$ cat config.mk
export PLATFORM = sky130hd
export DESIGN_NAME = ppom_mux
export DESIGN_NICKNAME = d
export VERILOG_FILES = /design/src/hw/ppom_pkg.sv /design/src/hw/ppom_sync.sv /design/src/hw/ppom_mux.sv
export SDC_FILE = /design/constraint.sdc
export NUM_CORES = 1
export LEC_CHECK = 0
export ABC_CLOCK_PERIOD_IN_PS = 3860
export BUFFER_PORTS_ARGS = -buffer_cell sky130_fd_sc_hd__buf_2
export CORE_MARGIN = 5
export CORE_UTILIZATION = 48
export CTS_CLUSTER_SIZE = 8
export DETAILED_ROUTE_END_ITERATION = 6
export GPL_ROUTABILITY_DRIVEN = 0
export GPL_TIMING_DRIVEN = 0
export PLACE_DENSITY = 0.89
export SYNTH_ARGS = -nofsm -noshare
export SYNTH_HDL_FRONTEND = slang
export SYNTH_SLANG_ARGS = --single-unit
$ cat constraint.sdc
create_clock -name ref_clk_i -period 3.86 [get_ports ref_clk_i]
set_clock_uncertainty 0.15 [all_clocks]
set_input_delay 1.158 -clock ref_clk_i [delete_from_list [all_inputs] [get_ports ref_clk_i]]
set_output_delay 1.158 -clock ref_clk_i [all_outputs]
set_load 0.05 [all_outputs]
$ cat src/hw/ppom_pkg.sv
// package: constants for the parallel pin owner mux
package ppom_pkg;
   // register index (word offsets on the plain register port)
   localparam logic [3:0] ADDR_UC_STATUS = 4'h0;
   localparam logic [3:0] ADDR_UC_CONTROL = 4'h1;
   localparam logic [3:0] ADDR_UC_DATA = 4'h2;
   localparam logic [3:0] ADDR_OWNER_CFG = 4'h3;
   localparam logic [3:0] ADDR_SENSE_STAT = 4'h4;
   localparam logic [3:0] ADDR_HOST_DATA = 4'h5;
   localparam logic [3:0] ADDR_HOST_CONTROL = 4'h6;
   localparam logic [3:0] ADDR_HOST_STATUS = 4'h7;
   // device-mode field encodings
   localparam logic [1:0] MODE_PAR = 2'h0;
   localparam logic [1:0] MODE_FLOPPY_A = 2'h1;
   localparam logic [1:0] MODE_FLOPPY_B = 2'h2;
   localparam logic [1:0] MODE_IDLE = 2'h3;
   // owner config register fields
   localparam int CFG_HA_BIT = 0;
   localparam int CFG_SENSE_IE_BIT = 1;
   // sense status register fields
   localparam int SS_LEVEL_BIT = 0;
   localparam int SS_CHANGE_BIT = 1;
   // cable-not-connected read patterns (5 control bits, 8 status bits)
   localparam logic [7:0] CTRL_NO_CABLE = 8'h04;
   localparam logic [7:0] STAT_NO_CABLE = 8'h48;
   // reset values
   localparam logic [7:0] UC_CONTROL_RST = 8'h00;
   localparam logic [7:0] UC_DATA_RST = 8'h00;
   localparam logic [1:0] CFG_RST = 2'h0;
   // owners
   typedef enum logic [1:0] {OWN_UC, OWN_FLOPPY, OWN_PAR, OWN_NONE} ppom_owner_t;
endpackage

$ cat src/hw/ppom_sync.sv
// module: two-flop synchroniser with edge detect on the synced level
`timescale 1ns/10ps
module ppom_sync (
   input wire logic ref_clk_i, // system clock
   input wire logic rstn_i, // async reset, active low
   input wire logic async_i, // pin level from outside
   output logic level_o, // synchronised level
   output logic edge_o // one-cycle pulse on either edge
);
   logic meta;
   logic sync;
   logic prev;

   // first flop only feeds the second
   always_ff @(posedge ref_clk_i or negedge rstn_i) begin
      if (!rstn_i) begin
         meta <= 1'b0;
         sync <= 1'b0;
         prev <= 1'b0;
      end else begin
         meta <= async_i;
         sync <= meta;
         prev <= sync;
      end
   end

   assign level_o = sync;
   assign edge_o = sync ^ prev;
endmodule

$ cat src/hw/ppom_mux.sv
// module: ownership mux for the shared parallel-port pin group
//
// Strobed register access and the register offsets are this design's own decisions.
`timescale 1ns/10ps
module ppom_mux #(
   parameter int DATA_W = 8, // data pin group width
   parameter int CTRL_W = 5 // control pin group width
) (
   input wire logic ref_clk_i, // system clock
   input wire logic rstn_i, // async reset, active low
   // microcontroller register port
   input wire logic [3:0] reg_addr_i, // register index
   input wire logic [7:0] reg_wdata_i, // write data
   input wire logic reg_wr_i, // write strobe
   input wire logic reg_rd_i, // read strobe
   output logic [7:0] reg_rdata_o, // read data, cycle after strobe
   // configuration from the logical devices
   input wire logic [1:0] device_mode_config_i, // device-mode field
   input wire logic floppy_activate_bit_i, // floppy activate
   input wire logic floppy_pwrdn_i, // floppy powered down
   input wire logic par_activate_i, // parallel port activate
   input wire logic par_pwrdn_i, // parallel port powered down
   input wire logic [1:0] floppy_mode_config_i, // drive-type bits, unused on pins
   input wire logic aux_power_good_i, // secondary supply power good
   // host parallel port logical device drive
   input wire logic [DATA_W-1:0] par_data_i, // data out
   input wire logic [DATA_W-1:0] par_data_oe_n_i, // data oe, low drives
   input wire logic [CTRL_W-1:0] par_ctrl_i, // control out
   input wire logic [CTRL_W-1:0] par_ctrl_oe_n_i, // control oe, low drives
   // host side reads while not owner
   input wire logic host_rd_data_i, // host reads data register
   input wire logic host_rd_ctrl_i, // host reads control register
   input wire logic host_rd_stat_i, // host reads status register
   input wire logic [7:0] host_wdata_i, // host data write value
   input wire logic host_wr_data_i, // host data write strobe
   output logic [7:0] host_rdata_o, // host read data when not owner
   output logic host_owns_o, // host parallel port owns the pins
   // floppy controller drive (open-drain sink outputs)
   input wire logic [DATA_W-1:0] fdc_data_i, // floppy values on data pins
   input wire logic [DATA_W-1:0] fdc_data_oe_n_i, // floppy oe on data pins
   input wire logic [CTRL_W-1:0] fdc_ctrl_i, // floppy values on control pins
   input wire logic [CTRL_W-1:0] fdc_ctrl_oe_n_i, // floppy oe on control pins
   // shared pins
   input wire logic [DATA_W-1:0] pin_data_i, // data pin levels
   output logic [DATA_W-1:0] pin_data_o, // data pin drive
   output logic [DATA_W-1:0] pin_data_oe_n_o, // data oe, low drives
   input wire logic [CTRL_W-1:0] pin_ctrl_i, // control pin levels
   output logic [CTRL_W-1:0] pin_ctrl_o, // control pin drive
   output logic [CTRL_W-1:0] pin_ctrl_oe_n_o, // control oe, low drives
   input wire logic [4:0] pin_stat_i, // status input pins
   input wire logic cable_type_sense_i, // cable sense pin
   output logic sense_irq_o // microcontroller interrupt, level
);
   logic [7:0] uc_ctrl;
   logic [7:0] uc_data;
   logic host_access_select;
   logic sense_ie;
   logic sense_chg;
   logic sense_lvl;
   logic sense_edge;
   logic [7:0] host_last_data;
   logic [7:0] next_rdata;
   logic [4:0] stat_meta;
   logic [4:0] stat_sync;
   logic [DATA_W-1:0] pdat_meta;
   logic [DATA_W-1:0] pdat_sync;
   logic [CTRL_W-1:0] pctl_meta;
   logic [CTRL_W-1:0] pctl_sync;
   ppom_pkg::ppom_owner_t owner;
   logic owner_on;

   // sense pin crossing and edge detection
   ppom_sync u_sense (
      .ref_clk_i(ref_clk_i),
      .rstn_i(rstn_i),
      .async_i(cable_type_sense_i),
      .level_o(sense_lvl),
      .edge_o(sense_edge)
   );

   // all pin levels are asynchronous: two flops, so reads lag the pins by two cycles
   always_ff @(posedge ref_clk_i or negedge rstn_i) begin
      if (!rstn_i) begin
         stat_meta <= '0;
         stat_sync <= '0;
         pdat_meta <= '0;
         pdat_sync <= '0;
         pctl_meta <= '0;
         pctl_sync <= '0;
      end else begin
         stat_meta <= pin_stat_i;
         stat_sync <= stat_meta;
         pdat_meta <= pin_data_i;
         pdat_sync <= pdat_meta;
         pctl_meta <= pin_ctrl_i;
         pctl_sync <= pctl_meta;
      end
   end

   // microcontroller control and data registers
   always_ff @(posedge ref_clk_i or negedge rstn_i) begin
      if (!rstn_i) begin
         uc_ctrl <= ppom_pkg::UC_CONTROL_RST;
         uc_data <= ppom_pkg::UC_DATA_RST;
      end else if (reg_wr_i) begin
         if (reg_addr_i == ppom_pkg::ADDR_UC_CONTROL) begin
            uc_ctrl <= reg_wdata_i;
         end
         if (reg_addr_i == ppom_pkg::ADDR_UC_DATA) begin
            uc_data <= reg_wdata_i;
         end
      end
   end

   // owner config: firmware sets host_access_select and sense irq enable
   always_ff @(posedge ref_clk_i or negedge rstn_i) begin
      if (!rstn_i) begin
         host_access_select <= ppom_pkg::CFG_RST[ppom_pkg::CFG_HA_BIT];
         sense_ie <= ppom_pkg::CFG_RST[ppom_pkg::CFG_SENSE_IE_BIT];
      end else if (reg_wr_i && reg_addr_i == ppom_pkg::ADDR_OWNER_CFG) begin
         host_access_select <= reg_wdata_i[ppom_pkg::CFG_HA_BIT];
         sense_ie <= reg_wdata_i[ppom_pkg::CFG_SENSE_IE_BIT];
      end
   end

   // sticky change flag, write one to clear; a new edge beats the clear
   always_ff @(posedge ref_clk_i or negedge rstn_i) begin
      if (!rstn_i) begin
         sense_chg <= 1'b0;
      end else if (sense_edge) begin
         sense_chg <= 1'b1;
      end else if (reg_wr_i && reg_addr_i == ppom_pkg::ADDR_SENSE_STAT
                   && reg_wdata_i[ppom_pkg::SS_CHANGE_BIT]) begin
         sense_chg <= 1'b0;
      end
   end

   assign sense_irq_o = sense_chg & sense_ie; // firmware then raises host event

   // owner select; drive-type bits deliberately not an input here
   always_comb begin
      owner = ppom_pkg::OWN_NONE;
      owner_on = 1'b0;
      if (!host_access_select) begin
         owner = ppom_pkg::OWN_UC;
         owner_on = aux_power_good_i;
      end else if (device_mode_config_i == ppom_pkg::MODE_FLOPPY_A
                   || device_mode_config_i == ppom_pkg::MODE_FLOPPY_B) begin
         owner = ppom_pkg::OWN_FLOPPY;
         owner_on = floppy_activate_bit_i & ~floppy_pwrdn_i;
      end else if (device_mode_config_i == ppom_pkg::MODE_PAR) begin
         owner = ppom_pkg::OWN_PAR;
         owner_on = par_activate_i & ~par_pwrdn_i;
      end
   end

   // pin drive: inactive source leaves pins at high impedance
   always_comb begin
      pin_data_o = '0;
      pin_data_oe_n_o = '1;
      pin_ctrl_o = '0;
      pin_ctrl_oe_n_o = '1;
      if (owner_on) begin
         unique case (owner)
            ppom_pkg::OWN_UC: begin
               pin_data_o = uc_data[DATA_W-1:0];
               pin_data_oe_n_o = '0;
               pin_ctrl_o = uc_ctrl[CTRL_W-1:0];
               pin_ctrl_oe_n_o = '0;
            end
            ppom_pkg::OWN_FLOPPY: begin
               pin_data_o = fdc_data_i;
               pin_data_oe_n_o = fdc_data_oe_n_i;
               pin_ctrl_o = fdc_ctrl_i;
               pin_ctrl_oe_n_o = fdc_ctrl_oe_n_i;
            end
            ppom_pkg::OWN_PAR: begin
               pin_data_o = par_data_i;
               pin_data_oe_n_o = par_data_oe_n_i;
               pin_ctrl_o = par_ctrl_i;
               pin_ctrl_oe_n_o = par_ctrl_oe_n_i;
            end
            ppom_pkg::OWN_NONE: begin
               pin_data_o = '0;
            end
         endcase
      end
   end

   assign host_owns_o = (owner == ppom_pkg::OWN_PAR);

   // host data write is remembered for reads while not the owner
   always_ff @(posedge ref_clk_i or negedge rstn_i) begin
      if (!rstn_i) begin
         host_last_data <= ppom_pkg::UC_DATA_RST;
      end else if (host_wr_data_i) begin
         host_last_data <= host_wdata_i;
      end
   end

   // host read answers; registered so they stand one cycle after the strobe
   always_ff @(posedge ref_clk_i or negedge rstn_i) begin
      if (!rstn_i) begin
         host_rdata_o <= '0;
      end else if (host_rd_data_i) begin
         host_rdata_o <= host_last_data;
      end else if (host_rd_ctrl_i) begin
         host_rdata_o <= ppom_pkg::CTRL_NO_CABLE;
      end else if (host_rd_stat_i) begin
         host_rdata_o <= ppom_pkg::STAT_NO_CABLE;
      end else begin
         host_rdata_o <= '0;
      end
   end

   // microcontroller read mux
   always_comb begin
      next_rdata = '0;
      unique case (reg_addr_i)
         ppom_pkg::ADDR_UC_STATUS: next_rdata = {3'h0, stat_sync};
         ppom_pkg::ADDR_UC_CONTROL: next_rdata = uc_ctrl;
         ppom_pkg::ADDR_UC_DATA: next_rdata = uc_data;
         ppom_pkg::ADDR_OWNER_CFG: next_rdata = {6'h00, sense_ie, host_access_select};
         ppom_pkg::ADDR_SENSE_STAT: next_rdata = {6'h00, sense_chg, sense_lvl};
         ppom_pkg::ADDR_HOST_DATA: next_rdata = host_last_data;
         ppom_pkg::ADDR_HOST_CONTROL: next_rdata = {3'h0, pctl_sync};
         ppom_pkg::ADDR_HOST_STATUS: next_rdata = pdat_sync[7:0];
         default: next_rdata = '0;
      endcase
   end

   // read data valid only in the cycle after the strobe
   always_ff @(posedge ref_clk_i or negedge rstn_i) begin
      if (!rstn_i) begin
         reg_rdata_o <= '0;
      end else begin
         reg_rdata_o <= reg_rd_i ? next_rdata : 8'h00;
      end
   end
endmodule

==> run_results.csv, run 1 <==
group,metric,value,unit
sta,holdWs,191,ps
logic_synthesis,syn_avg_cell_area,12.9,sq um
sta,tightestPinTransition,837,ps
final_layout,seq_area,2050,sq um
sta,hold_violations,0,
sta,setup_ws,-93.5,ps
detailed_routing,wl_met2,5990,microns
detailed_routing,drt-total-wl,11300,microns
power_and_ir_drop,p_int,1.66,mW
grt,antenna_found_initial,0,
critical_path,path_buf_inv,5,
critical_path,cpMostUsedCell,"buf_6",
final_layout,nets,557,
sta,slew_headroom,44.2,%
power_and_ir_drop,p_leak,2.47,nW
detailed_routing,routed_via_density,5.69,
detailed_routing,drt_iter0_markers,196,
critical_path,critPathLaunchType,"primary input",
detailed_routing,drt-wirelength-per-cell,20.5,microns
final_layout,drive_gt1_share,58.5,%
placement,dpl-instance-area,4630,sq um
logic_synthesis,synth_area_leaders,"dfrtp_1 (57%), mux2_2 (12%), a22oi_1 (3.3%)",
logic_synthesis,synthCells,279,
power_and_ir_drop,sw_frac_of_total,35.0,%
detailed_routing,wl_met1,4140,microns
grt,grt_max_degree,73,
critical_path,crit_required,2550,ps
die,core,7250,sq um
final_layout,fillers,474,
sta,rsz0062_at_grt,"yes",
power_and_ir_drop,p_comb_share,35.7,%
cts,holdBufCountCts,0,
power_and_ir_drop,ir_drop,0.298,mV
power_and_ir_drop,pwr-share-clk,25.2,%
cts,cts_buffers,9,
detailed_routing,top_layer,"met4",
final_layout,fin_area,5250,sq um
final_layout,final_cell_count_no_fill,552,
grt,grt_util_all_layers,23.8,%
logic_synthesis,yosysTopAreaCell,"dfrtp_1",
cts,clk_path_buf_depth,2,
grt,grt_pass1_wl,16500,microns
sta,fin_crit_sh,102,%
cts,cts_sinks,82,
sta,max_freq,253,MHz
critical_path,r2r_slack,2490,ps
cts,cts_tree,"built",
placement,place_ws,-473,ps
run_status,outcome,"finished, violations left",
final_layout,area_growth_syn_to_layout,46.2,%
critical_path,critPathArrivalTime,2650,ps
die,die_width,96.5,microns
detailed_routing,ant_nets,0,
critical_path,crit_chain,"buf_6 > inv_4 > ha_4 > nor2b_4 > and2_4 > a31oi_4 > buf_12 > buf_8 > a211oi_4 > buf_6",
logic_synthesis,yosysTopAreaCellShare,57.1,%
detailed_routing,vias,3142,
sta,setup_viol,25,
sta,final_max_slew_viol_count,0,
logic_synthesis,syn_area,3590,sq um
logic_synthesis,synth_seq_cells,82,
critical_path,cpPeakStageDelay,230,ps
run_status,violations,"negative setup slack",
logic_synthesis,synth_nets,388,
power_and_ir_drop,p_sw,0.895,mW
die,fp.dieH,96.5,microns
grt,overflow,0,
die,fp-row-count,31,
critical_path,crit_family,"buffers and inverters",
placement,dp.cells,526,
final_layout,multi_input_comb_area,1610,sq um
cts,insertion_delay,360,ps
detailed_routing,route.detailed.drc,0,
die,die_area,9310,sq um
power_and_ir_drop,power,2.56,mW
die,io_pins,152,
logic_synthesis,yosys_warnings,0,
logic_synthesis,yosysUniqueCellTypes,42,
critical_path,critPathKind,"in2out",
cts,root_buffer,"clkbuf_8",
critical_path,crit_slowest_cell,"ha_4",
hold_path,hold_path.class,"reg2reg",
critical_path,critical_path.max_fanout,6,
logic_synthesis,seq_area_frac_synth,57.1,%
die,initial_core_util,49.5,%
placement,portBuffers,147,
power_and_ir_drop,power_density,487,nW/um^2
sta,fin_crit,3950,ps
placement,hpwlAfterDp,7640,microns
final_layout,antennaDiodeCount,0,
flow_run,max-cap-violations,0,
detailed_routing,dr.pass1.iters,5,
power_and_ir_drop,power_frac_seq,39.1,%
cts,clk_pin_slew,80,ps
grt,grt_pass1_vias,3261,
detailed_routing,wl_met3,690,microns
critical_path,cp-end-kind,"primary output",
cts,htree_num_levels,3,
-- power groups by stage --
| stage | Combinational, mW | Clock (mW) | Sequential [mW] |
|---|---|---|---|
| finish | 0.914 | 0.644 | 1.00 |
| detailed placement | 0.728 | 0 | 1.01 |
| global placement | 0.705 | 0 | 1.01 |
| floorplan | 0.513 | 0 | 1.02 |
| CTS | 0.839 | 0.650 | 0.996 |
| global route | 0.956 | 0.691 | 1.01 |
-- cell usage in the layout, fill, tap and decap left out, drive strengths merged, types with 6 or more instances in the layout --
cell / netlist / final
a22oi: 16 / 16
nand3: 6 / 6
mux2i: 10 / 10
a22o: 11 / 11
nor2: 21 / 21
buf: 11 / 167
dfrtp: 82 / 82
a21o: 10 / 10
mux2: 38 / 38
and2: 8 / 8
clkbuf: 8 / 20
nand2: 8 / 8
-- routing by layer --
metal,vias up,global-route usage [%]
li1,1362,-
met1,1556,28.2
met2,169,39.8
met3,55,6.20
met4,0,12.3
met5,-,0
-- worst paths after layout --
path | startpoint | end | depth (start not counted)
max | device_mode_config_i[0] | pin_ctrl_o[3] | 10
min | pdat_meta[0] | pdat_sync[0] | 0
max reg2reg | uc_data[2] | reg_rdata_o[2] | 3
min reg2reg | pdat_meta[0] | pdat_sync[0] | 0
max in group asynchronous | rstn_i | pctl_sync[1] | 2
min in group asynchronous | rstn_i | stat_meta[1] | 1
-- repair_timing --
action,4_1_cts,5_1_grt
buffers inserted,9,0
gates resized for setup,56,36
endpoints found under the setup margin,26,26
pin swaps,4,4
gates cloned,3,0
-- metrics by stage --
step	setup TNS, ps	util (%)
floorplan	-2120	-
global placement	-8600	63.4
detailed placement	-9450	63.9
CTS	-167	70.8
global route	-2040	72.4
finish	-1290	72.4
-- cell usage after synthesis, drive strengths merged --
cell type,number
and3,1
a31oi,4
or4,1
a22oi,16
and2,8
nand4b,1
mux2,38
nor4b,1
dfrtp,82
nand4,1
inv,4
a21o,10
o21ai,2
buf,11
a22o,11
o22a,3
nor2b,4
nor2,21
nand2,8
xnor2,1
mux2i,10
clkbuf,8
a211o,2
a21oi,3
ha,1
a221o,5
o32ai,1
or3,1
a41oi,1
or2,2
nor3b,2
nand3b,3
a211oi,5
nand3,6
nand2b,1
-- state kept, by name, summed over array words and instances (netlist names), 5 cells and up --
signal          cells
pdat_sync           8
host_last_data      8
pdat_meta           8
host_rdata_o        8
uc_data             8
pctl_meta           5
stat_meta           5
stat_sync           5
pctl_sync           5
reg_rdata_o         8
uc_ctrl             8
-- logic make-up (layout without fill, tap and decap cells) --
| logic type | count (synthesis) | in the layout | share of synthesized area [%] |
|---|---|---|---|
| flip-flops | 82 | 82 | 57.1 |
| buffers and inverters | 23 | 196 | 3.52 |
| XOR/XNOR | 1 | 1 | 0.244 |
| multiplexers | 48 | 48 | 14.7 |
| AND/OR/NAND/NOR | 61 | 61 | 9.30 |
| AO/OA/AOI/OAI | 63 | 64 | 14.8 |
| adder cells (fa/ha/maj) | 1 | 1 | 0.348 |
-- cell type report --
cell class | count | area share, %
timing repair buffer | 159 | 21.2
tap | 99 | 2.36
clock buffer | 11 | 2.88
multi-input combinational | 175 | 30.6
sequential | 82 | 39.1
buffer | 17 | 2.14
clock inverter | 5 | 1.19
inverter | 4 | 0.572
-- worst reg2reg max path, delay by kind of cell, from the launching register on --
kind | cells | cell delay, ps
flops | 1 | 400
simple gates | 1 | 400
compound gates | 1 | 220
mux | 1 | 100
Note: power is estimated with default switching activity, not from simulation.
==> run 2: changes to the inputs <==
- PLACE_DENSITY: 0.89 -> unset
- PLACE_DENSITY_LB_ADDON: unset -> 0.05
==> run_results.csv, run 2 (synthesized netlist as in run 1, its figures left out) <==
group,metric,value,unit
sta,fin_crit,3910,ps
final_layout,area_growth_syn_to_layout,44.8,%
grt,grt_pass1_wl,14600,microns
detailed_routing,drt-total-wl,9660,microns
critical_path,r2r_slack,2450,ps
cts,insertion_delay,350,ps
placement,hpwlAfterDp,7300,microns
sta,fin_crit_sh,101,%
critical_path,cp-end-kind,"primary output",
final_layout,final_cell_mix,"buf_2 (123), dfrtp_1 (82), mux2_2 (38), buf_6 (20), buf_4 (14)",
cts,clk_path_buf_depth,2,
power_and_ir_drop,p_leak,2.45,nW
detailed_routing,ant_nets,0,
critical_path,reg2reg_depth,4,
run_status,violations,"negative setup slack",
run_status,outcome,"finished, violations left",
cts,clk_pin_slew,80,ps
sta,setup_ws,-45.1,ps
grt,grt_pass1_vias,2958,
placement,dp.cells,526,
cts,htree_num_levels,3,
critical_path,crit_required,2550,ps
final_layout,final_cell_count_no_fill,550,
final_layout,antennaDiodeCount,0,
sta,tns,-113,ps
sta,final_max_slew_viol_count,0,
final_layout,mostFrequentLayoutCell,"buf_2",
detailed_routing,dr.pass1.iters,5,
sta,rsz0062_at_grt,"yes",
grt,grt_util_all_layers,21.1,%
die,core,7250,sq um
critical_path,critPathKind,"in2out",
sta,tightestPinTransition,760,ps
critical_path,critical_path.max_fanout,5,
final_layout,drive_gt1_share,59.4,%
detailed_routing,drt-wirelength-per-cell,17.6,microns
detailed_routing,route.detailed.drc,0,
sta,hold_violations,0,
die,fp-row-count,31,
grt,antenna_found_initial,0,
power_and_ir_drop,ir_drop,0.321,mV
power_and_ir_drop,power_density,482,nW/um^2
detailed_routing,vias,2903,
sta,holdWs,197,ps
critical_path,crit_slowest_cell,"a221o_2",
hold_path,hold_path.class,"reg2reg",
cts,cts_sinks,82,
cts,root_buffer,"clkbuf_8",
die,initial_core_util,49.5,%
hold_path,whs_path_depth,0,
sta,setup_viol,3,
critical_path,crit_chain,"buf_8 > inv_4 > ha_4 > nor2b_4 > and2_4 > a31oi_4 > buf_6 > buf_6 > a221o_2 > buf_8",
grt,grt_max_degree,52,
sta,slew_headroom,49.3,%
placement,portBuffers,147,
critical_path,critPathArrivalTime,2600,ps
die,fp.dieH,96.5,microns
flow_run,max-cap-violations,0,
cts,holdBufCountCts,0,
detailed_routing,drt_iter0_markers,96,
final_layout,nets,555,
cts,cts_tree,"built",
die,die_width,96.5,microns
cts,cts_buffers,9,
critical_path,critPathLaunchType,"primary input",
die,die_area,9310,sq um
die,io_pins,152,
final_layout,fillers,545,
sta,max_freq,256,MHz
detailed_routing,routed_via_density,5.28,
grt,overflow,0,
critical_path,cpPeakStageDelay,310,ps
-- run 2: changes by cell type in the layout (fill, tap and decap cells not counted), sizes merged --
cell      before  now
clkbuf        20   16
a31oi          5    4
clkinv         2    1
clkinvlp       2    1
buf          167  169
inv            4    7
-- run 2: power breakdown --
group          leakage (nW)  switching, mW  internal (mW)  total (mW)
Sequential            0.989         0.0553          0.940       0.996
Clock                 0.105          0.316          0.324       0.641
Combinational          1.36          0.503          0.369       0.873
Total                  2.45          0.875           1.63        2.51
-- run 2: cell type report --
class | instances | area, sq um | area share [%]
flip-flops and latches | 82 | 2050 | 39.4
multi-input cells | 174 | 1620 | 31.1
repair buffers | 158 | 1050 | 20.2
clock buffers | 10 | 138 | 2.65
well taps | 99 | 124 | 2.38
plain buffers | 17 | 118 | 2.26
clock inverters | 6 | 71.3 | 1.37
inverters | 4 | 30.0 | 0.577
-- run 2: final timing paths --
kind | start | end
worst min register to register | stat_meta[3] | stat_sync[3]
worst min-delay path | stat_meta[3] | stat_sync[3]
worst max-delay path | device_mode_config_i[0] | pin_data_oe_n_o[0]
max in group asynchronous | rstn_i | pctl_meta[4]
min in group asynchronous | rstn_i | host_rdata_o[7]
worst max register to register | host_access_select | reg_rdata_o[0]
-- run 2: timing repair --
action                     4_1_cts  5_1_grt
pin swaps                        5        6
gates resized for setup         57       38
setup endpoints to repair       26       24
buffers inserted                 9        0
cloned                           1        0
-- run 2: metrics by stage --
stage          power (mW)  cell area, sq um  utilization, %  worst slack (ps)
6_report             2.51              5200            71.7             -45.1
5_1_grt              2.63              5200            71.7             -82.4
4_1_cts              2.47              5070            70.0             -25.1
3_5_place_dp         1.73              4630            63.9              -549
3_3_place_gp         1.72              4600            63.4              -509
2_1_floorplan        1.54              3740               -              -228
-- run 2: worst max-delay path: cells and delay by family --
| kind | cells | cell delay, ps |
|---|---|---|
| buf+inv | 5 | 560 |
| compound gates | 2 | 390 |
| simple gates | 2 | 270 |
| fa+ha+maj | 1 | 220 |
-- run 2: layer usage --
metal / part of all wire (%) / global-route usage, % / vias up
li1: - / - / 1348
met1: 40 / 27.0 / 1427
met2: 51 / 34.7 / 111
met3: 7.0 / 5.58 / 17
met4: 1.9 / 7.59 / 0
met5: 0 / 0 / -
==> run 3: changes to the inputs <==
- CTS_CLUSTER_DIAMETER: unset -> 40
- SKIP_CTS_REPAIR_TIMING: unset -> 1
==> run_results.csv, run 3 (synthesized netlist as in run 1, its figures left out) <==
group,metric,value,unit
cts,insertion_delay,350,ps
power_and_ir_drop,power_density,482,nW/um^2
sta,max_freq,249,MHz
hold_path,hold_path.class,"reg2reg",
cts,cts_buffers,9,
die,die_area,9310,sq um
sta,tightestPinTransition,768,ps
detailed_routing,drt_iter0_markers,67,
die,fp.dieH,96.5,microns
sta,holdWs,197,ps
cts,htree_num_levels,3,
sta,slew_headroom,48.8,%
detailed_routing,routed_via_density,5.32,
die,die_width,96.5,microns
final_layout,nets,553,
detailed_routing,route.detailed.drc,0,
placement,hpwlAfterDp,7300,microns
critical_path,r2r_slack,2440,ps
critical_path,r2r-end,"reg_rdata_o[0]",
sta,tns,-2870,ps
power_and_ir_drop,power,2.52,mW
detailed_routing,vias,2918,
placement,portBuffers,147,
die,fp-row-count,31,
grt,overflow,0,
die,core,7250,sq um
die,initial_core_util,49.5,%
detailed_routing,drt-total-wl,9750,microns
final_layout,final_cell_mix,"buf_2 (124), dfrtp_1 (82), mux2_2 (37), a22oi_1 (16), buf_6 (16)",
cts,cts_sinks,82,
grt,grt_max_degree,52,
critical_path,critical_path.max_fanout,7,
run_status,violations,"negative setup slack",
grt,antenna_found_initial,0,
final_layout,utilization,72.0,%
detailed_routing,drt-wirelength-per-cell,17.8,microns
critical_path,cp-end-kind,"primary output",
power_and_ir_drop,ir_drop,0.324,mV
critical_path,reg2reg_depth,4,
cts,root_buffer,"clkbuf_8",
grt,grt_pass1_wl,14200,microns
sta,setup_viol,25,
sta,rsz0062_at_grt,"yes",
run_status,outcome,"finished, violations left",
critical_path,critPathArrivalTime,2710,ps
sta,setup_ws,-159,ps
final_layout,area_growth_syn_to_layout,45.4,%
sta,fin_crit,4020,ps
flow_run,max-cap-violations,0,
critical_path,crit_required,2550,ps
detailed_routing,ant_nets,0,
cts,clk_pin_slew,90,ps
grt,grt_pass1_vias,2892,
critical_path,crit-reg2reg-launch,"host_access_select",
detailed_routing,dr.pass1.iters,5,
critical_path,crit_path_start,"device_mode_config_i[0]",
final_layout,mostFrequentLayoutCell,"buf_2",
critical_path,critPathKind,"in2out",
critical_path,worstSetupEndpoint,"pin_ctrl_o[1]",
die,io_pins,152,
sta,fin_crit_sh,104,%
grt,grt_util_all_layers,20.4,%
sta,final_max_slew_viol_count,0,
cts,clk_path_buf_depth,2,
power_and_ir_drop,p_leak,2.47,nW
final_layout,drive_gt1_share,57.2,%
cts,cts_tree,"built",
placement,place_ws,-549,ps
sta,hold_violations,0,
critical_path,critPathLaunchType,"primary input",
-- run 3: worst min-delay path by stage --
stage | slack [ps] | from | to | cells past startpoint
2_1_floorplan | 180 | pctl_meta[0] | pctl_sync[0] | 0
3_3_place_gp | 180 | pdat_meta[0] | pdat_sync[0] | 0
3_5_place_dp | 180 | pctl_meta[0] | pctl_sync[0] | 0
4_1_cts | 200 | stat_meta[3] | stat_sync[3] | 0
5_1_grt | 220 | stat_meta[3] | stat_sync[3] | 0
6_report | 200 | stat_meta[3] | stat_sync[3] | 0
-- run 3: final cells by class --
class	instances	area, sq um
inverters	4	30.0
multi-input cells	174	1590
well taps	99	124
diodes	1	2.50
clock buffers	10	138
flip-flops and latches	82	2050
fillers	536	2030
clock inverters	6	71.3
plain buffers	17	109
repair buffers	156	1100
-- run 3: worst max-delay path, stage by stage --
cell and delay (ps):
buf_8 100, inv_4 50, ha_4 210, buf_6 120
nand4b_1 90, o21ai_2 80, a31oi_4 410, clkbuf_16 260
a211oi_4 40, buf_6 190
-- run 3: metrics by stage --
step / instances / area [sq um]
5_1_grt: 548 / 5220
6_report: 549 / 5220
3_5_place_dp: 526 / 4630
3_3_place_gp: 525 / 4600
4_1_cts: 542 / 4840
2_1_floorplan: 279 / 3740
-- run 3: where the power goes --
group / internal [mW] / switching [mW] / leakage (nW)
Combinational: 0.379 / 0.504 / 1.37
Sequential: 0.940 / 0.0526 / 0.989
Clock: 0.324 / 0.317 / 0.105
Total: 1.64 / 0.874 / 2.47
-- run 3: layer usage --
layer  track usage (%)  part of all wire, %  up-vias
met5                 0                    0        -
met4              7.59                  1.7        0
met3              5.34                  7.7       17
met2              33.2                   52      118
li1                  -                    -     1347
met1              26.3                   39     1436
